===== src/rtl/bpm_pkg.sv =====
// Package: register selectors, field positions and reset values of the debug set
package bpm_pkg;

    localparam int NUM_BP = 6;
    localparam int NUM_WP = 4;

    // Register selector codes on the system-register move port
    localparam logic [7:0] SEL_BP_VALUE = 8'h00;
    localparam logic [7:0] SEL_BP_CTRL = 8'h10;
    localparam logic [7:0] SEL_WP_VALUE = 8'h20;
    localparam logic [7:0] SEL_WP_CTRL = 8'h30;
    localparam logic [7:0] SEL_EXT_RX = 8'h40;
    localparam logic [7:0] SEL_EXT_TX = 8'h41;
    localparam logic [7:0] SEL_IRQ_EN = 8'h42;
    localparam logic [7:0] SEL_MON_CTRL = 8'h43;
    localparam logic [7:0] SEL_LOCK_CATCH = 8'h44;
    localparam logic [7:0] SEL_COMMS_STAT = 8'h45;
    localparam logic [7:0] SEL_HALF_DUPLEX = 8'h46;
    localparam logic [7:0] SEL_INT_TX = 8'h47;
    localparam logic [7:0] SEL_INT_RX = 8'h48;
    localparam logic [7:0] SEL_ROM_PTR = 8'h49;
    localparam logic [7:0] SEL_LOCK_ACCESS = 8'h4a;
    localparam logic [7:0] SEL_LOCK_STATUS = 8'h4b;
    localparam logic [7:0] SEL_DOUBLE_LOCK = 8'h4c;
    localparam logic [7:0] SEL_PWR_RST = 8'h4d;
    localparam logic [7:0] SEL_CLAIM_SET = 8'h4e;
    localparam logic [7:0] SEL_CLAIM_CLR = 8'h4f;
    localparam logic [7:0] SEL_AUTH_STATUS = 8'h50;

    // Breakpoint control field positions
    localparam int BT_HI = 23;
    localparam int BT_LO = 20;
    localparam int BT_LINK = 20;
    localparam int LBN_HI = 19;
    localparam int LBN_LO = 16;
    localparam int SSC_HI = 15;
    localparam int SSC_LO = 14;
    localparam int HMC_BIT = 13;
    localparam int BAS_HI = 8;
    localparam int BAS_LO = 5;
    localparam int PMC_HI = 2;
    localparam int PMC_LO = 1;
    localparam int EN_BIT = 0;

    // Writable bits of a breakpoint control word; the rest read as zero
    localparam logic [31:0] BP_CTRL_WMASK = 32'h00ffe1e7;
    // Same, with the base-type bits held at zero
    localparam logic [31:0] BP_CTRL_WMASK_NOCTX = 32'h001fe1e7;

    // Base types
    localparam logic [2:0] BT_ADDR = 3'h0;
    localparam logic [2:0] BT_CTX = 3'h1;
    localparam logic [2:0] BT_MISMATCH = 3'h2;
    localparam logic [2:0] BT_CTX1 = 3'h3;
    localparam logic [2:0] BT_VMID = 3'h4;
    localparam logic [2:0] BT_VMID_CTX1 = 3'h5;
    localparam logic [2:0] BT_CTX2 = 3'h6;
    localparam logic [2:0] BT_CTX_FULL = 3'h7;

    // Byte lane select codes
    localparam logic [3:0] BAS_LOW_HALF = 4'h3;
    localparam logic [3:0] BAS_HIGH_HALF = 4'hc;
    localparam logic [3:0] BAS_FULL = 4'hf;

    // Reset and fixed values
    localparam logic [31:0] RST_ZERO = 32'h00000000;
    localparam logic [31:0] CLAIM_SET_READ = 32'h000000ff;
    localparam logic [31:0] AUTH_STATUS_VAL = 32'h000000aa;
    localparam int LOCK_BIT = 1;
    localparam logic [31:0] LOCK_STATUS_FIXED = 32'h00000008;
    localparam int RXFULL_BIT = 30;
    localparam int TXFULL_BIT = 29;

endpackage : bpm_pkg


===== src/rtl/bpm_pair.sv =====
// One breakpoint pair: type decode, value compare and state qualification
`timescale 1ns/1ps
`default_nettype none
module bpm_pair (
    input wire logic [31:0] ctrl,
    input wire logic [63:0] value,
    input wire logic [63:0] fetch_pc,
    input wire logic [31:0] first_level_context_id,
    input wire logic [31:0] second_level_context_id,
    input wire logic [15:0] vmid,
    input wire logic nonsecure,
    input wire logic [1:0] exc_level,
    input wire logic wide_regime,
    input wire logic halt_allowed,
    output logic addr_hit,
    output logic ctx_hit,
    output logic qual_ok
);
    logic [2:0] base;
    logic [3:0] lanes;
    logic [1:0] security_state_select;
    logic lane_ok;
    logic addr_eq;
    logic c1_eq;
    logic c2_eq;
    logic vm_eq;
    logic ssc_ok;

    assign base = ctrl[bpm_pkg::BT_HI:bpm_pkg::BT_LO + 1];
    assign lanes = ctrl[bpm_pkg::BAS_HI:bpm_pkg::BAS_LO];
    assign security_state_select = ctrl[bpm_pkg::SSC_HI:bpm_pkg::SSC_LO];
    assign c1_eq = value[31:0] == first_level_context_id;
    assign c2_eq = value[63:32] == second_level_context_id;
    assign vm_eq = value[47:32] == vmid;
    assign addr_eq = (fetch_pc[63:2] == value[63:2]) && lane_ok;

    always_comb
    begin
        // Reserved lane codes never match
        unique case (lanes)
            bpm_pkg::BAS_FULL: lane_ok = 1'b1;
            bpm_pkg::BAS_LOW_HALF: lane_ok = !fetch_pc[1];
            bpm_pkg::BAS_HIGH_HALF: lane_ok = fetch_pc[1];
            default: lane_ok = 1'b0;
        endcase
    end

    always_comb
    begin
        addr_hit = 1'b0;
        ctx_hit = 1'b0;
        unique case (base)
            // address compare
            bpm_pkg::BT_ADDR: addr_hit = addr_eq;
            // mismatch or plain match
            bpm_pkg::BT_MISMATCH:
                addr_hit = (wide_regime || halt_allowed) ? addr_eq : !addr_eq;
            // first-level context
            bpm_pkg::BT_CTX, bpm_pkg::BT_CTX1: ctx_hit = c1_eq;
            // vmid compare
            bpm_pkg::BT_VMID: ctx_hit = vm_eq;
            // vmid and context
            bpm_pkg::BT_VMID_CTX1: ctx_hit = c1_eq && vm_eq;
            // second-level and full
            bpm_pkg::BT_CTX2: ctx_hit = c2_eq;
            bpm_pkg::BT_CTX_FULL: ctx_hit = c1_eq && c2_eq;
        endcase
    end

    always_comb
    begin
        unique case (security_state_select)
            2'b00: ssc_ok = 1'b1;
            2'b10: ssc_ok = !nonsecure;
            default: ssc_ok = nonsecure;
        endcase
    end

    always_comb
    begin
        // state qualification
        unique case (exc_level)
            2'd0: qual_ok = ssc_ok && ctrl[bpm_pkg::PMC_HI];
            2'd1: qual_ok = ssc_ok && ctrl[bpm_pkg::PMC_LO];
            // privilege ignored in hyp
            2'd2: qual_ok = ssc_ok && ctrl[bpm_pkg::HMC_BIT];
            default: qual_ok = ctrl[bpm_pkg::HMC_BIT] && (security_state_select == 2'b10);
        endcase
    end
endmodule : bpm_pair
`default_nettype wire


===== src/rtl/bpm_top.sv =====
// Debug register set with six breakpoint pairs and the event logic
// How it works
// Six breakpoint pairs, each a 64-bit value and 32-bit control word.
// Type field bits 23:20: upper three base type, lowest enables linking.
// Base type 000 compares the value with the fetched instruction address.
// Base types 001 and 011 compare value low word with first context.
// Type 010 is mismatch, or plain match in wide regime or halting.
// Type 100 compares value bits 47:32 with the vmid.
// Type 101 needs both first context and vmid to match.
// Type 110 compares high word with second context; 111 needs both.
// Pairs without context support hold base type bits at zero.
// Linked index bits 19:16 name the context pair qualifying this one.
// Security, higher-mode and privilege fields decide where events fire.
// Privilege bits are ignored while executing in hypervisor level.
// Debugger programs byte lanes only as 3, C or F.
// Enable bit 0; a disabled pair never raises an event.
// Debugger writes every enable bit before turning debug on.
// Four watchpoint pairs, 64-bit value and 32-bit control, read-write.
// Lock status is read-only, resets to 0000000A.
// Authentication status is read-only and reads 000000AA.
// Claim set resets to FF, claim clear to zero, both read-write.
// Comms status read-only zero at reset; comms irq enable resets zero.
// Half-duplex 64-bit, transmit write-only, receive read-only, reset zero.
// Debug ROM pointer is reserved, read-only, always zero.
// Writing ones to claim set bits 7:0 sets them; zeros do nothing.
// Registers reached by register moves from core or external debugger.
// Event needs enable, type match, linked context match and qualifiers.
// Reserved control bits read zero and ignore writes. Only breakpoint control is masked; watchpoint control stores all 32 bits.
`timescale 1ns/1ps
`default_nettype none
module bpm_top #(
    parameter int NUM_BP = bpm_pkg::NUM_BP,
    parameter int NUM_WP = bpm_pkg::NUM_WP,
    // Pairs able to match context; others keep base type zero
    parameter logic [5:0] CTX_AWARE = 6'h30
) (
    input wire logic clock,
    input wire logic resetn,
    input wire logic [7:0] reg_sel,
    input wire logic reg_wr,
    input wire logic reg_rd,
    input wire logic [63:0] reg_wdata,
    output logic [63:0] reg_rdata,
    output logic reg_rvalid,
    input wire logic fetch_valid,
    input wire logic [63:0] fetch_pc,
    input wire logic [31:0] first_level_context_id,
    input wire logic [31:0] second_level_context_id,
    input wire logic [15:0] vmid,
    input wire logic nonsecure,
    input wire logic [1:0] exc_level,
    input wire logic wide_regime,
    input wire logic halt_allowed,
    output logic bkpt_event,
    output logic [5:0] bkpt_hit
);

    ////////////////////////////////////////////////////////////////////////
    // Storage

    logic [63:0] bp_value_reg [NUM_BP];
    logic [31:0] bp_ctrl_reg [NUM_BP];
    logic [63:0] wp_value_reg [NUM_WP];
    logic [31:0] wp_ctrl_reg [NUM_WP];
    logic [31:0] ext_rx_reg;
    logic [31:0] tx_reg;
    logic [31:0] rx_reg;
    logic txfull_reg;
    logic rxfull_reg;
    logic [31:0] irq_en_reg;
    logic [31:0] mon_ctrl_reg;
    logic [31:0] lock_catch_reg;
    logic lock_reg;
    logic [31:0] double_lock_reg;
    logic [31:0] pwr_rst_reg;
    logic [7:0] claim_reg;
    logic [63:0] rdata_next;
    logic [5:0] hit_next;
    logic [NUM_BP-1:0] addr_hit;
    logic [NUM_BP-1:0] ctx_hit;
    logic [NUM_BP-1:0] qual_ok;
    logic [NUM_BP-1:0] is_ctx;
    logic [31:0] comms_status;
    logic [31:0] lock_status;

    assign comms_status = {1'b0, rxfull_reg, txfull_reg, 29'h0};
    assign lock_status = bpm_pkg::LOCK_STATUS_FIXED
        | {30'h0, lock_reg, 1'b0};

    ////////////////////////////////////////////////////////////////////////
    // Breakpoint registers

    // six pairs of value and control
    always_ff @(posedge clock or negedge resetn)
    begin
        if (!resetn)
        begin
            for (int i = 0; i < NUM_BP; i++)
            begin
                bp_value_reg[i] <= 64'h0;
                // known enable after reset
                bp_ctrl_reg[i] <= bpm_pkg::RST_ZERO;
            end
        end
        else if (reg_wr)
        begin
            for (int i = 0; i < NUM_BP; i++)
            begin
                if (reg_sel == bpm_pkg::SEL_BP_VALUE + 8'(i))
                    bp_value_reg[i] <= reg_wdata;
                // reserved bits masked
                if (reg_sel == bpm_pkg::SEL_BP_CTRL + 8'(i))
                    // base type zero without context support
                    bp_ctrl_reg[i] <= reg_wdata[31:0] & (CTX_AWARE[i]
                        ? bpm_pkg::BP_CTRL_WMASK
                        : bpm_pkg::BP_CTRL_WMASK_NOCTX);
            end
        end
    end

    ////////////////////////////////////////////////////////////////////////
    // Watchpoint registers, stored only

    // four watchpoint pairs
    always_ff @(posedge clock or negedge resetn)
    begin
        if (!resetn)
        begin
            for (int i = 0; i < NUM_WP; i++)
            begin
                wp_value_reg[i] <= 64'h0;
                wp_ctrl_reg[i] <= bpm_pkg::RST_ZERO;
            end
        end
        else if (reg_wr)
        begin
            for (int i = 0; i < NUM_WP; i++)
            begin
                if (reg_sel == bpm_pkg::SEL_WP_VALUE + 8'(i))
                    wp_value_reg[i] <= reg_wdata;
                if (reg_sel == bpm_pkg::SEL_WP_CTRL + 8'(i))
                    wp_ctrl_reg[i] <= reg_wdata[31:0];
            end
        end
    end

    ////////////////////////////////////////////////////////////////////////
    // Comms channel

    // transfer registers and full flags
    always_ff @(posedge clock or negedge resetn)
    begin
        if (!resetn)
        begin
            tx_reg <= bpm_pkg::RST_ZERO;
            rx_reg <= bpm_pkg::RST_ZERO;
            ext_rx_reg <= bpm_pkg::RST_ZERO;
            txfull_reg <= 1'b0;
            rxfull_reg <= 1'b0;
        end
        else
        begin
            if (reg_wr && reg_sel == bpm_pkg::SEL_INT_TX)
            begin
                tx_reg <= reg_wdata[31:0];
                txfull_reg <= 1'b1;
            end
            else if (reg_wr && reg_sel == bpm_pkg::SEL_HALF_DUPLEX)
            begin
                tx_reg <= reg_wdata[31:0];
                rx_reg <= reg_wdata[63:32];
                txfull_reg <= 1'b1;
            end
            else if (reg_rd && reg_sel == bpm_pkg::SEL_EXT_TX)
                txfull_reg <= 1'b0;
            // Receive side filled from the external view
            if (reg_wr && reg_sel == bpm_pkg::SEL_EXT_RX)
            begin
                ext_rx_reg <= reg_wdata[31:0];
                rx_reg <= reg_wdata[31:0];
                rxfull_reg <= 1'b1;
            end
            else if (reg_rd && (reg_sel == bpm_pkg::SEL_INT_RX
                || reg_sel == bpm_pkg::SEL_HALF_DUPLEX))
                rxfull_reg <= 1'b0;
        end
    end

    ////////////////////////////////////////////////////////////////////////
    // Control, lock and claim registers

    // irq enable resets zero
    always_ff @(posedge clock or negedge resetn)
    begin
        if (!resetn)
        begin
            irq_en_reg <= bpm_pkg::RST_ZERO;
            mon_ctrl_reg <= bpm_pkg::RST_ZERO;
            lock_catch_reg <= bpm_pkg::RST_ZERO;
            double_lock_reg <= bpm_pkg::RST_ZERO;
            pwr_rst_reg <= bpm_pkg::RST_ZERO;
        end
        else if (reg_wr)
        begin
            unique case (reg_sel)
                bpm_pkg::SEL_IRQ_EN: irq_en_reg <= reg_wdata[31:0];
                bpm_pkg::SEL_MON_CTRL: mon_ctrl_reg <= reg_wdata[31:0];
                bpm_pkg::SEL_LOCK_CATCH: lock_catch_reg <= reg_wdata[31:0];
                bpm_pkg::SEL_DOUBLE_LOCK: double_lock_reg <= reg_wdata[31:0];
                bpm_pkg::SEL_PWR_RST: pwr_rst_reg <= reg_wdata[31:0];
                default: ;
            endcase
        end
    end

    // lock set at reset, lock access writes it
    always_ff @(posedge clock or negedge resetn)
    begin
        if (!resetn)
            lock_reg <= 1'b1;
        else if (reg_wr && reg_sel == bpm_pkg::SEL_LOCK_ACCESS)
            lock_reg <= reg_wdata[0];
    end

    // Claim bits live in one register; set and clear are two views
    always_ff @(posedge clock or negedge resetn)
    begin
        if (!resetn)
            claim_reg <= 8'h00;
        // ones set, zeros leave
        else if (reg_wr && reg_sel == bpm_pkg::SEL_CLAIM_SET)
            claim_reg <= claim_reg | reg_wdata[7:0];
        else if (reg_wr && reg_sel == bpm_pkg::SEL_CLAIM_CLR)
            claim_reg <= claim_reg & ~reg_wdata[7:0];
    end

    ////////////////////////////////////////////////////////////////////////
    // Read path

    always_comb
    begin
        rdata_next = 64'h0;
        for (int i = 0; i < NUM_BP; i++)
        begin
            if (reg_sel == bpm_pkg::SEL_BP_VALUE + 8'(i))
                rdata_next = bp_value_reg[i];
            if (reg_sel == bpm_pkg::SEL_BP_CTRL + 8'(i))
                rdata_next = {32'h0, bp_ctrl_reg[i]};
        end
        for (int i = 0; i < NUM_WP; i++)
        begin
            if (reg_sel == bpm_pkg::SEL_WP_VALUE + 8'(i))
                rdata_next = wp_value_reg[i];
            if (reg_sel == bpm_pkg::SEL_WP_CTRL + 8'(i))
                rdata_next = {32'h0, wp_ctrl_reg[i]};
        end
        unique case (reg_sel)
            bpm_pkg::SEL_EXT_RX: rdata_next = {32'h0, ext_rx_reg};
            bpm_pkg::SEL_EXT_TX: rdata_next = {32'h0, tx_reg};
            bpm_pkg::SEL_IRQ_EN: rdata_next = {32'h0, irq_en_reg};
            bpm_pkg::SEL_MON_CTRL: rdata_next = {32'h0, mon_ctrl_reg};
            bpm_pkg::SEL_LOCK_CATCH: rdata_next = {32'h0, lock_catch_reg};
            // status read-only
            bpm_pkg::SEL_COMMS_STAT: rdata_next = {32'h0, comms_status};
            bpm_pkg::SEL_HALF_DUPLEX: rdata_next = {rx_reg, tx_reg};
            bpm_pkg::SEL_INT_RX: rdata_next = {32'h0, rx_reg};
            // lock status view
            bpm_pkg::SEL_LOCK_STATUS: rdata_next = {32'h0, lock_status};
            bpm_pkg::SEL_DOUBLE_LOCK: rdata_next = {32'h0, double_lock_reg};
            bpm_pkg::SEL_PWR_RST: rdata_next = {32'h0, pwr_rst_reg};
            // set view shows implemented bits
            bpm_pkg::SEL_CLAIM_SET:
                rdata_next = {32'h0, bpm_pkg::CLAIM_SET_READ};
            bpm_pkg::SEL_CLAIM_CLR: rdata_next = {56'h0, claim_reg};
            // fixed authentication status
            bpm_pkg::SEL_AUTH_STATUS:
                rdata_next = {32'h0, bpm_pkg::AUTH_STATUS_VAL};
            // rom pointer reads zero; write-only views read zero
            default: ;
        endcase
    end

    // R24 register move access, answered one cycle later
    always_ff @(posedge clock or negedge resetn)
    begin
        if (!resetn)
        begin
            reg_rdata <= 64'h0;
            reg_rvalid <= 1'b0;
        end
        else
        begin
            reg_rvalid <= reg_rd;
            if (reg_rd)
                reg_rdata <= rdata_next;
        end
    end

    ////////////////////////////////////////////////////////////////////////
    // Match logic

    for (genvar g = 0; g < NUM_BP; g++)
    begin : g_pair
        bpm_pair u_pair (
            .ctrl(bp_ctrl_reg[g]),
            .value(bp_value_reg[g]),
            .fetch_pc(fetch_pc),
            .first_level_context_id(first_level_context_id),
            .second_level_context_id(second_level_context_id),
            .vmid(vmid),
            .nonsecure(nonsecure),
            .exc_level(exc_level),
            .wide_regime(wide_regime),
            .halt_allowed(halt_allowed),
            .addr_hit(addr_hit[g]),
            .ctx_hit(ctx_hit[g]),
            .qual_ok(qual_ok[g])
        );
        // base type selects context compare
        assign is_ctx[g] = bp_ctrl_reg[g][bpm_pkg::BT_HI:bpm_pkg::BT_LO + 1]
            != bpm_pkg::BT_ADDR
            && bp_ctrl_reg[g][bpm_pkg::BT_HI:bpm_pkg::BT_LO + 1]
            != bpm_pkg::BT_MISMATCH;
    end

    always_comb
    begin
        logic [3:0] linked_index;
        logic linked;
        logic link_ok;
        hit_next = 6'h0;
        linked_index = 4'h0;
        linked = 1'b0;
        link_ok = 1'b0;
        for (int i = 0; i < NUM_BP; i++)
        begin
            linked_index = bp_ctrl_reg[i][bpm_pkg::LBN_HI:bpm_pkg::LBN_LO];
            linked = bp_ctrl_reg[i][bpm_pkg::BT_LINK];
            // linked context pair must be enabled and matching
            link_ok = 1'b0;
            for (int j = 0; j < NUM_BP; j++)
                if (linked_index == 4'(j))
                    link_ok = is_ctx[j] && ctx_hit[j]
                        && bp_ctrl_reg[j][bpm_pkg::EN_BIT];
            // disabled pair never fires
            // enable, match, link and qualifiers together
            hit_next[i] = fetch_valid && bp_ctrl_reg[i][bpm_pkg::EN_BIT]
                && qual_ok[i]
                && ((addr_hit[i] && (!linked || link_ok))
                || (ctx_hit[i] && !linked));
        end
    end

    // Event registered so the outputs come from flops
    always_ff @(posedge clock or negedge resetn)
    begin
        if (!resetn)
        begin
            bkpt_hit <= 6'h0;
            bkpt_event <= 1'b0;
        end
        else
        begin
            bkpt_hit <= hit_next;
            bkpt_event <= |hit_next;
        end
    end

endmodule : bpm_top
`default_nettype wire


===== config.mk =====
export PLATFORM = sky130hd
export DESIGN_NAME = bpm_top
export DESIGN_NICKNAME = d
export VERILOG_FILES = /design/src/rtl/bpm_pkg.sv /design/src/rtl/bpm_pair.sv /design/src/rtl/bpm_top.sv
export SDC_FILE = /design/constraint.sdc
export NUM_CORES = 2
export LEC_CHECK = 0
export ABC_AREA = 1
export ABC_CLOCK_PERIOD_IN_PS = 2400
export BUFFER_PORTS_ARGS = -buffer_cell sky130_fd_sc_hd__buf_2
export CAP_MARGIN = 5
export CORE_ASPECT_RATIO = 0.9
export CORE_MARGIN = 5
export CORE_UTILIZATION = 30
export DETAILED_ROUTE_END_ITERATION = 12
export PLACE_DENSITY_LB_ADDON = 0.1
export SYNTH_ARGS = -nofsm -noshare
export SYNTH_HDL_FRONTEND = slang
export SYNTH_SLANG_ARGS = --single-unit
export TNS_END_PERCENT = 100

===== constraint.sdc =====
create_clock -name clock -period 2.4 [get_ports clock]
set_input_delay 0.12 -clock clock [delete_from_list [all_inputs] [get_ports clock]]
set_output_delay 0.12 -clock clock [all_outputs]
set_load 0.03 [all_outputs]

==> flow_metrics.env <==
export IMPL_status="finished with violations"
export IMPL_violations="setup timing"
export IMPL_slowest_stage="nor4_1"
export IMPL_clkTransAtPathRegs_ns=0.06
export IMPL_syn_inst=7535
export IMPL_power_per_cell_area_nw_per_um2=661
export IMPL_die_x_um=481
export IMPL_avgSynthCellArea_sq_um=7.95
export IMPL_clkLatencyLatePin_ns=0.82
export IMPL_yosys_top_cells_area="dfrtp_1, nand2_1, o21ai_0, inv_1, clkbuf_1"
export IMPL_switchingPower_mw=16.0
export IMPL_fin_crit_sh=1.04
export IMPL_cp_end_kind="register"
export IMPL_cts_buffers=147
export IMPL_yosysWarnings=0
export IMPL_p_int_mw=37.7
export IMPL_wl_mm=394
export IMPL_start_util=0.302
export IMPL_p_clk_frac=0.442
export IMPL_largest_register_ff_count=384
export IMPL_ant_nets=0
export IMPL_gp_congestion=1.04
export IMPL_routedWlPerCell_um=33.7
export IMPL_vias=62800
export IMPL_io_buffers=296
export IMPL_cts_sinks=1203
export IMPL_drt_iter0_markers=8420
export IMPL_fillers=20700
export IMPL_drv_slew=0
export IMPL_synth_top_area_frac=0.502
export IMPL_cp_arrival_ns=3.24
export IMPL_root_buffer="clkbuf_16"
export IMPL_synth_main_ff_cell="dfrtp_1"
export IMPL_htree_num_levels=4
export IMPL_maxCapViolCount=0
export IMPL_synth_cell_types=52
export IMPL_gr_total_overflow=0
export IMPL_drtPass1Iterations=6
export IMPL_max_slew_worst_pin_slew_ns=1.08
export IMPL_seq_area_frac_synth=0.502
export IMPL_synthToLayoutAreaGrowth_pct=35.7
export IMPL_cp_max_fo=3
export IMPL_worst_endpoint_required_ns=3.15
export IMPL_design_area_sq_um=81300
export IMPL_grt_max_degree=97
export IMPL_floorplan_die_area_sq_um=209000
export IMPL_critPathKind="register to register"
export IMPL_path_cells="o22ai_1, buf_4, nor4_1, nand4_1, nor2_1, nand3_1, nor2_1, buf_4, nor2_2, nand3_1"
export IMPL_antenna_found_initial=37
export IMPL_dp_slack_ns=-0.674
export IMPL_placedCellCount=11300
export IMPL_final_setup_skew_ns=0.0287
export IMPL_final_common_cell="nand2_1"
export IMPL_slew_headroom=0.273
export IMPL_drc=0
export IMPL_yosysTopAreaCell="dfrtp_1"
export IMPL_layout_drive_gt1_share=0.240
export IMPL_num_rows=155
export IMPL_power_frac_seq=0.415
export IMPL_post_layout_nonfiller_instances=11700
export IMPL_cts_tree="yes"
export IMPL_ir_drop_mv=0.644
export IMPL_num_io_pins=298
export IMPL_syn_area_sq_um=59900
export IMPL_synth_seq_cells=1203
export IMPL_die_h_um=434
export IMPL_nNetsFinal=9110
export IMPL_synth_edff_count=0
export IMPL_syn_nets=7764
export IMPL_mostFrequentLayoutCells="nand2_1, o21ai_0, dfrtp_1, buf_4, inv_1"
export IMPL_comb_power_share=0.143
export IMPL_vias_per_cell=5.38
export IMPL_switching_share=0.299
export IMPL_grt_pass1_wl_mm=526
export IMPL_first_global_vias=58600
export IMPL_place_area_sq_um=74800
export IMPL_grt_setup_unrepaired="true"
export IMPL_cts_buffer_depth=3
export IMPL_finish_utilization=0.410
export IMPL_worst_slack_ns=-0.0899
export IMPL_hpwl_mm=308
export IMPL_r2r_setup_slack_ns=-0.09
export IMPL_hold_viol=0
export IMPL_async_reset_ff_frac=1.00
export IMPL_core_area_sq_um=199000
export IMPL_power_leakage_nw=38.1
export IMPL_grt_total_usage=0.368
export IMPL_hp_class="input pin to register"
export IMPL_critPathLaunchType="register"
export IMPL_timing_fmax_mhz=402
export IMPL_finalSetupViolCount=4
export IMPL_fin_crit_ns=2.49
export IMPL_max_stage_delay_ns=0.55
==> power groups by stage <==
stage	logic, mW	clock network [mW]	registers [mW]
after global placement	7.29	0	22.6
after CTS	7.47	24.1	22.3
after detailed placement	7.29	0	22.6
final	7.67	23.7	22.3
after global routing	7.98	24.9	22.4
after floorplan	2.29	0	22.4
==> layer usage <==
layer	global-route usage	wire, um	part of all wire	vias up
li1	-	-	-	27700
met1	0.527	175000	0.44	31800
met2	0.559	170000	0.43	2854
met3	0.0602	29900	0.076	511
met4	0.139	18200	0.046	6
met5	0	35	0.000089	-
==> worst max-delay path, delay by kind of cell, from the launching register on <==
| family | cells | cell delay [ns] |
|---|---|---|
| buf+inv | 2 | 0.32 |
| flops | 1 | 0.52 |
| simple gates | 7 | 1.41 |
| compound gates | 1 | 0.16 |
==> final cells by class <==
class	count	area (sq um)	share of cell area
Multi-Input combinational cell	5183	26200	0.322
Timing Repair Buffer	1706	14200	0.175
Antenna cell	14	35.0	0.000431
Clock inverter	45	648	0.00797
Tap cell	2669	3340	0.0411
Clock buffer	225	4390	0.0540
Sequential cell	1203	30100	0.370
Inverter	640	2410	0.0296
==> cell usage after synthesis (all sizes together) (12+ instances only) <==
library cell     n
nor4            41
xnor2          165
o221a           29
a221oi         114
nand2         2275
a22o            35
nand4          165
o211ai          18
a211oi          12
o21ai         1260
nor2           388
xor2            69
o221ai          39
inv            633
clkbuf         432
dfrtp         1202
a21oi          136
nor3            26
o2111ai         64
nand3           98
or2             69
o22ai          145
buf             77
==> path summary, 6_finish.rpt <==
kind | from | depth (start not counted) | end
setup / recovery | bp_value_reg[371]$_DFFE_PN0P_ | 10 | bkpt_event$_DFF_PN0_
hold / removal | reg_wdata[46] | 4 | wp_value_reg[46]$_DFFE_PN0P_
setup reg to reg | bp_value_reg[371]$_DFFE_PN0P_ | 10 | bkpt_event$_DFF_PN0_
max in group asynchronous | resetn | 4 | double_lock_reg[24]$_DFFE_PN0P_
min in group asynchronous | resetn | 3 | bp_value_reg[256]$_DFFE_PN0P_
hold reg to reg | ext_rx_reg[8]$_DFFE_PN0P_ | 2 | ext_rx_reg[8]$_DFFE_PN0P_
==> what timing repair did <==
item	4_1_cts	5_1_grt
endpoints found under the hold margin	1470	0
setup buffers	0	15
hold buffers	74	0
pin swaps	9	47
gates resized for setup	59	109
setup endpoints to repair	19	18
==> metrics by stage <==
| step | power (mW) | hold slack, ns | TNS, ns |
|---|---|---|---|
| after floorplan | 24.7 | -0.176 | 0 |
| after global placement | 29.9 | 0.118 | -20.33 |
| after detailed placement | 29.9 | 0.131 | -20.58 |
| after CTS | 53.8 | 0.0195 | -0.0381 |
| after global routing | 55.3 | 0.0614 | -0.284 |
| final | 53.7 | 0.106 | -0.196 |
==> cell families after synthesis <==
family,after synthesis,share of synthesized area
mux,5,0.000835
xor+xnor,234,0.0342
simple gates,3080,0.210
flops,1203,0.502
fa+ha+maj,3,0.000626
buf+inv,1149,0.0735
compound gates,1861,0.179
No activity file was read; power rests on OpenSTA's default activity.
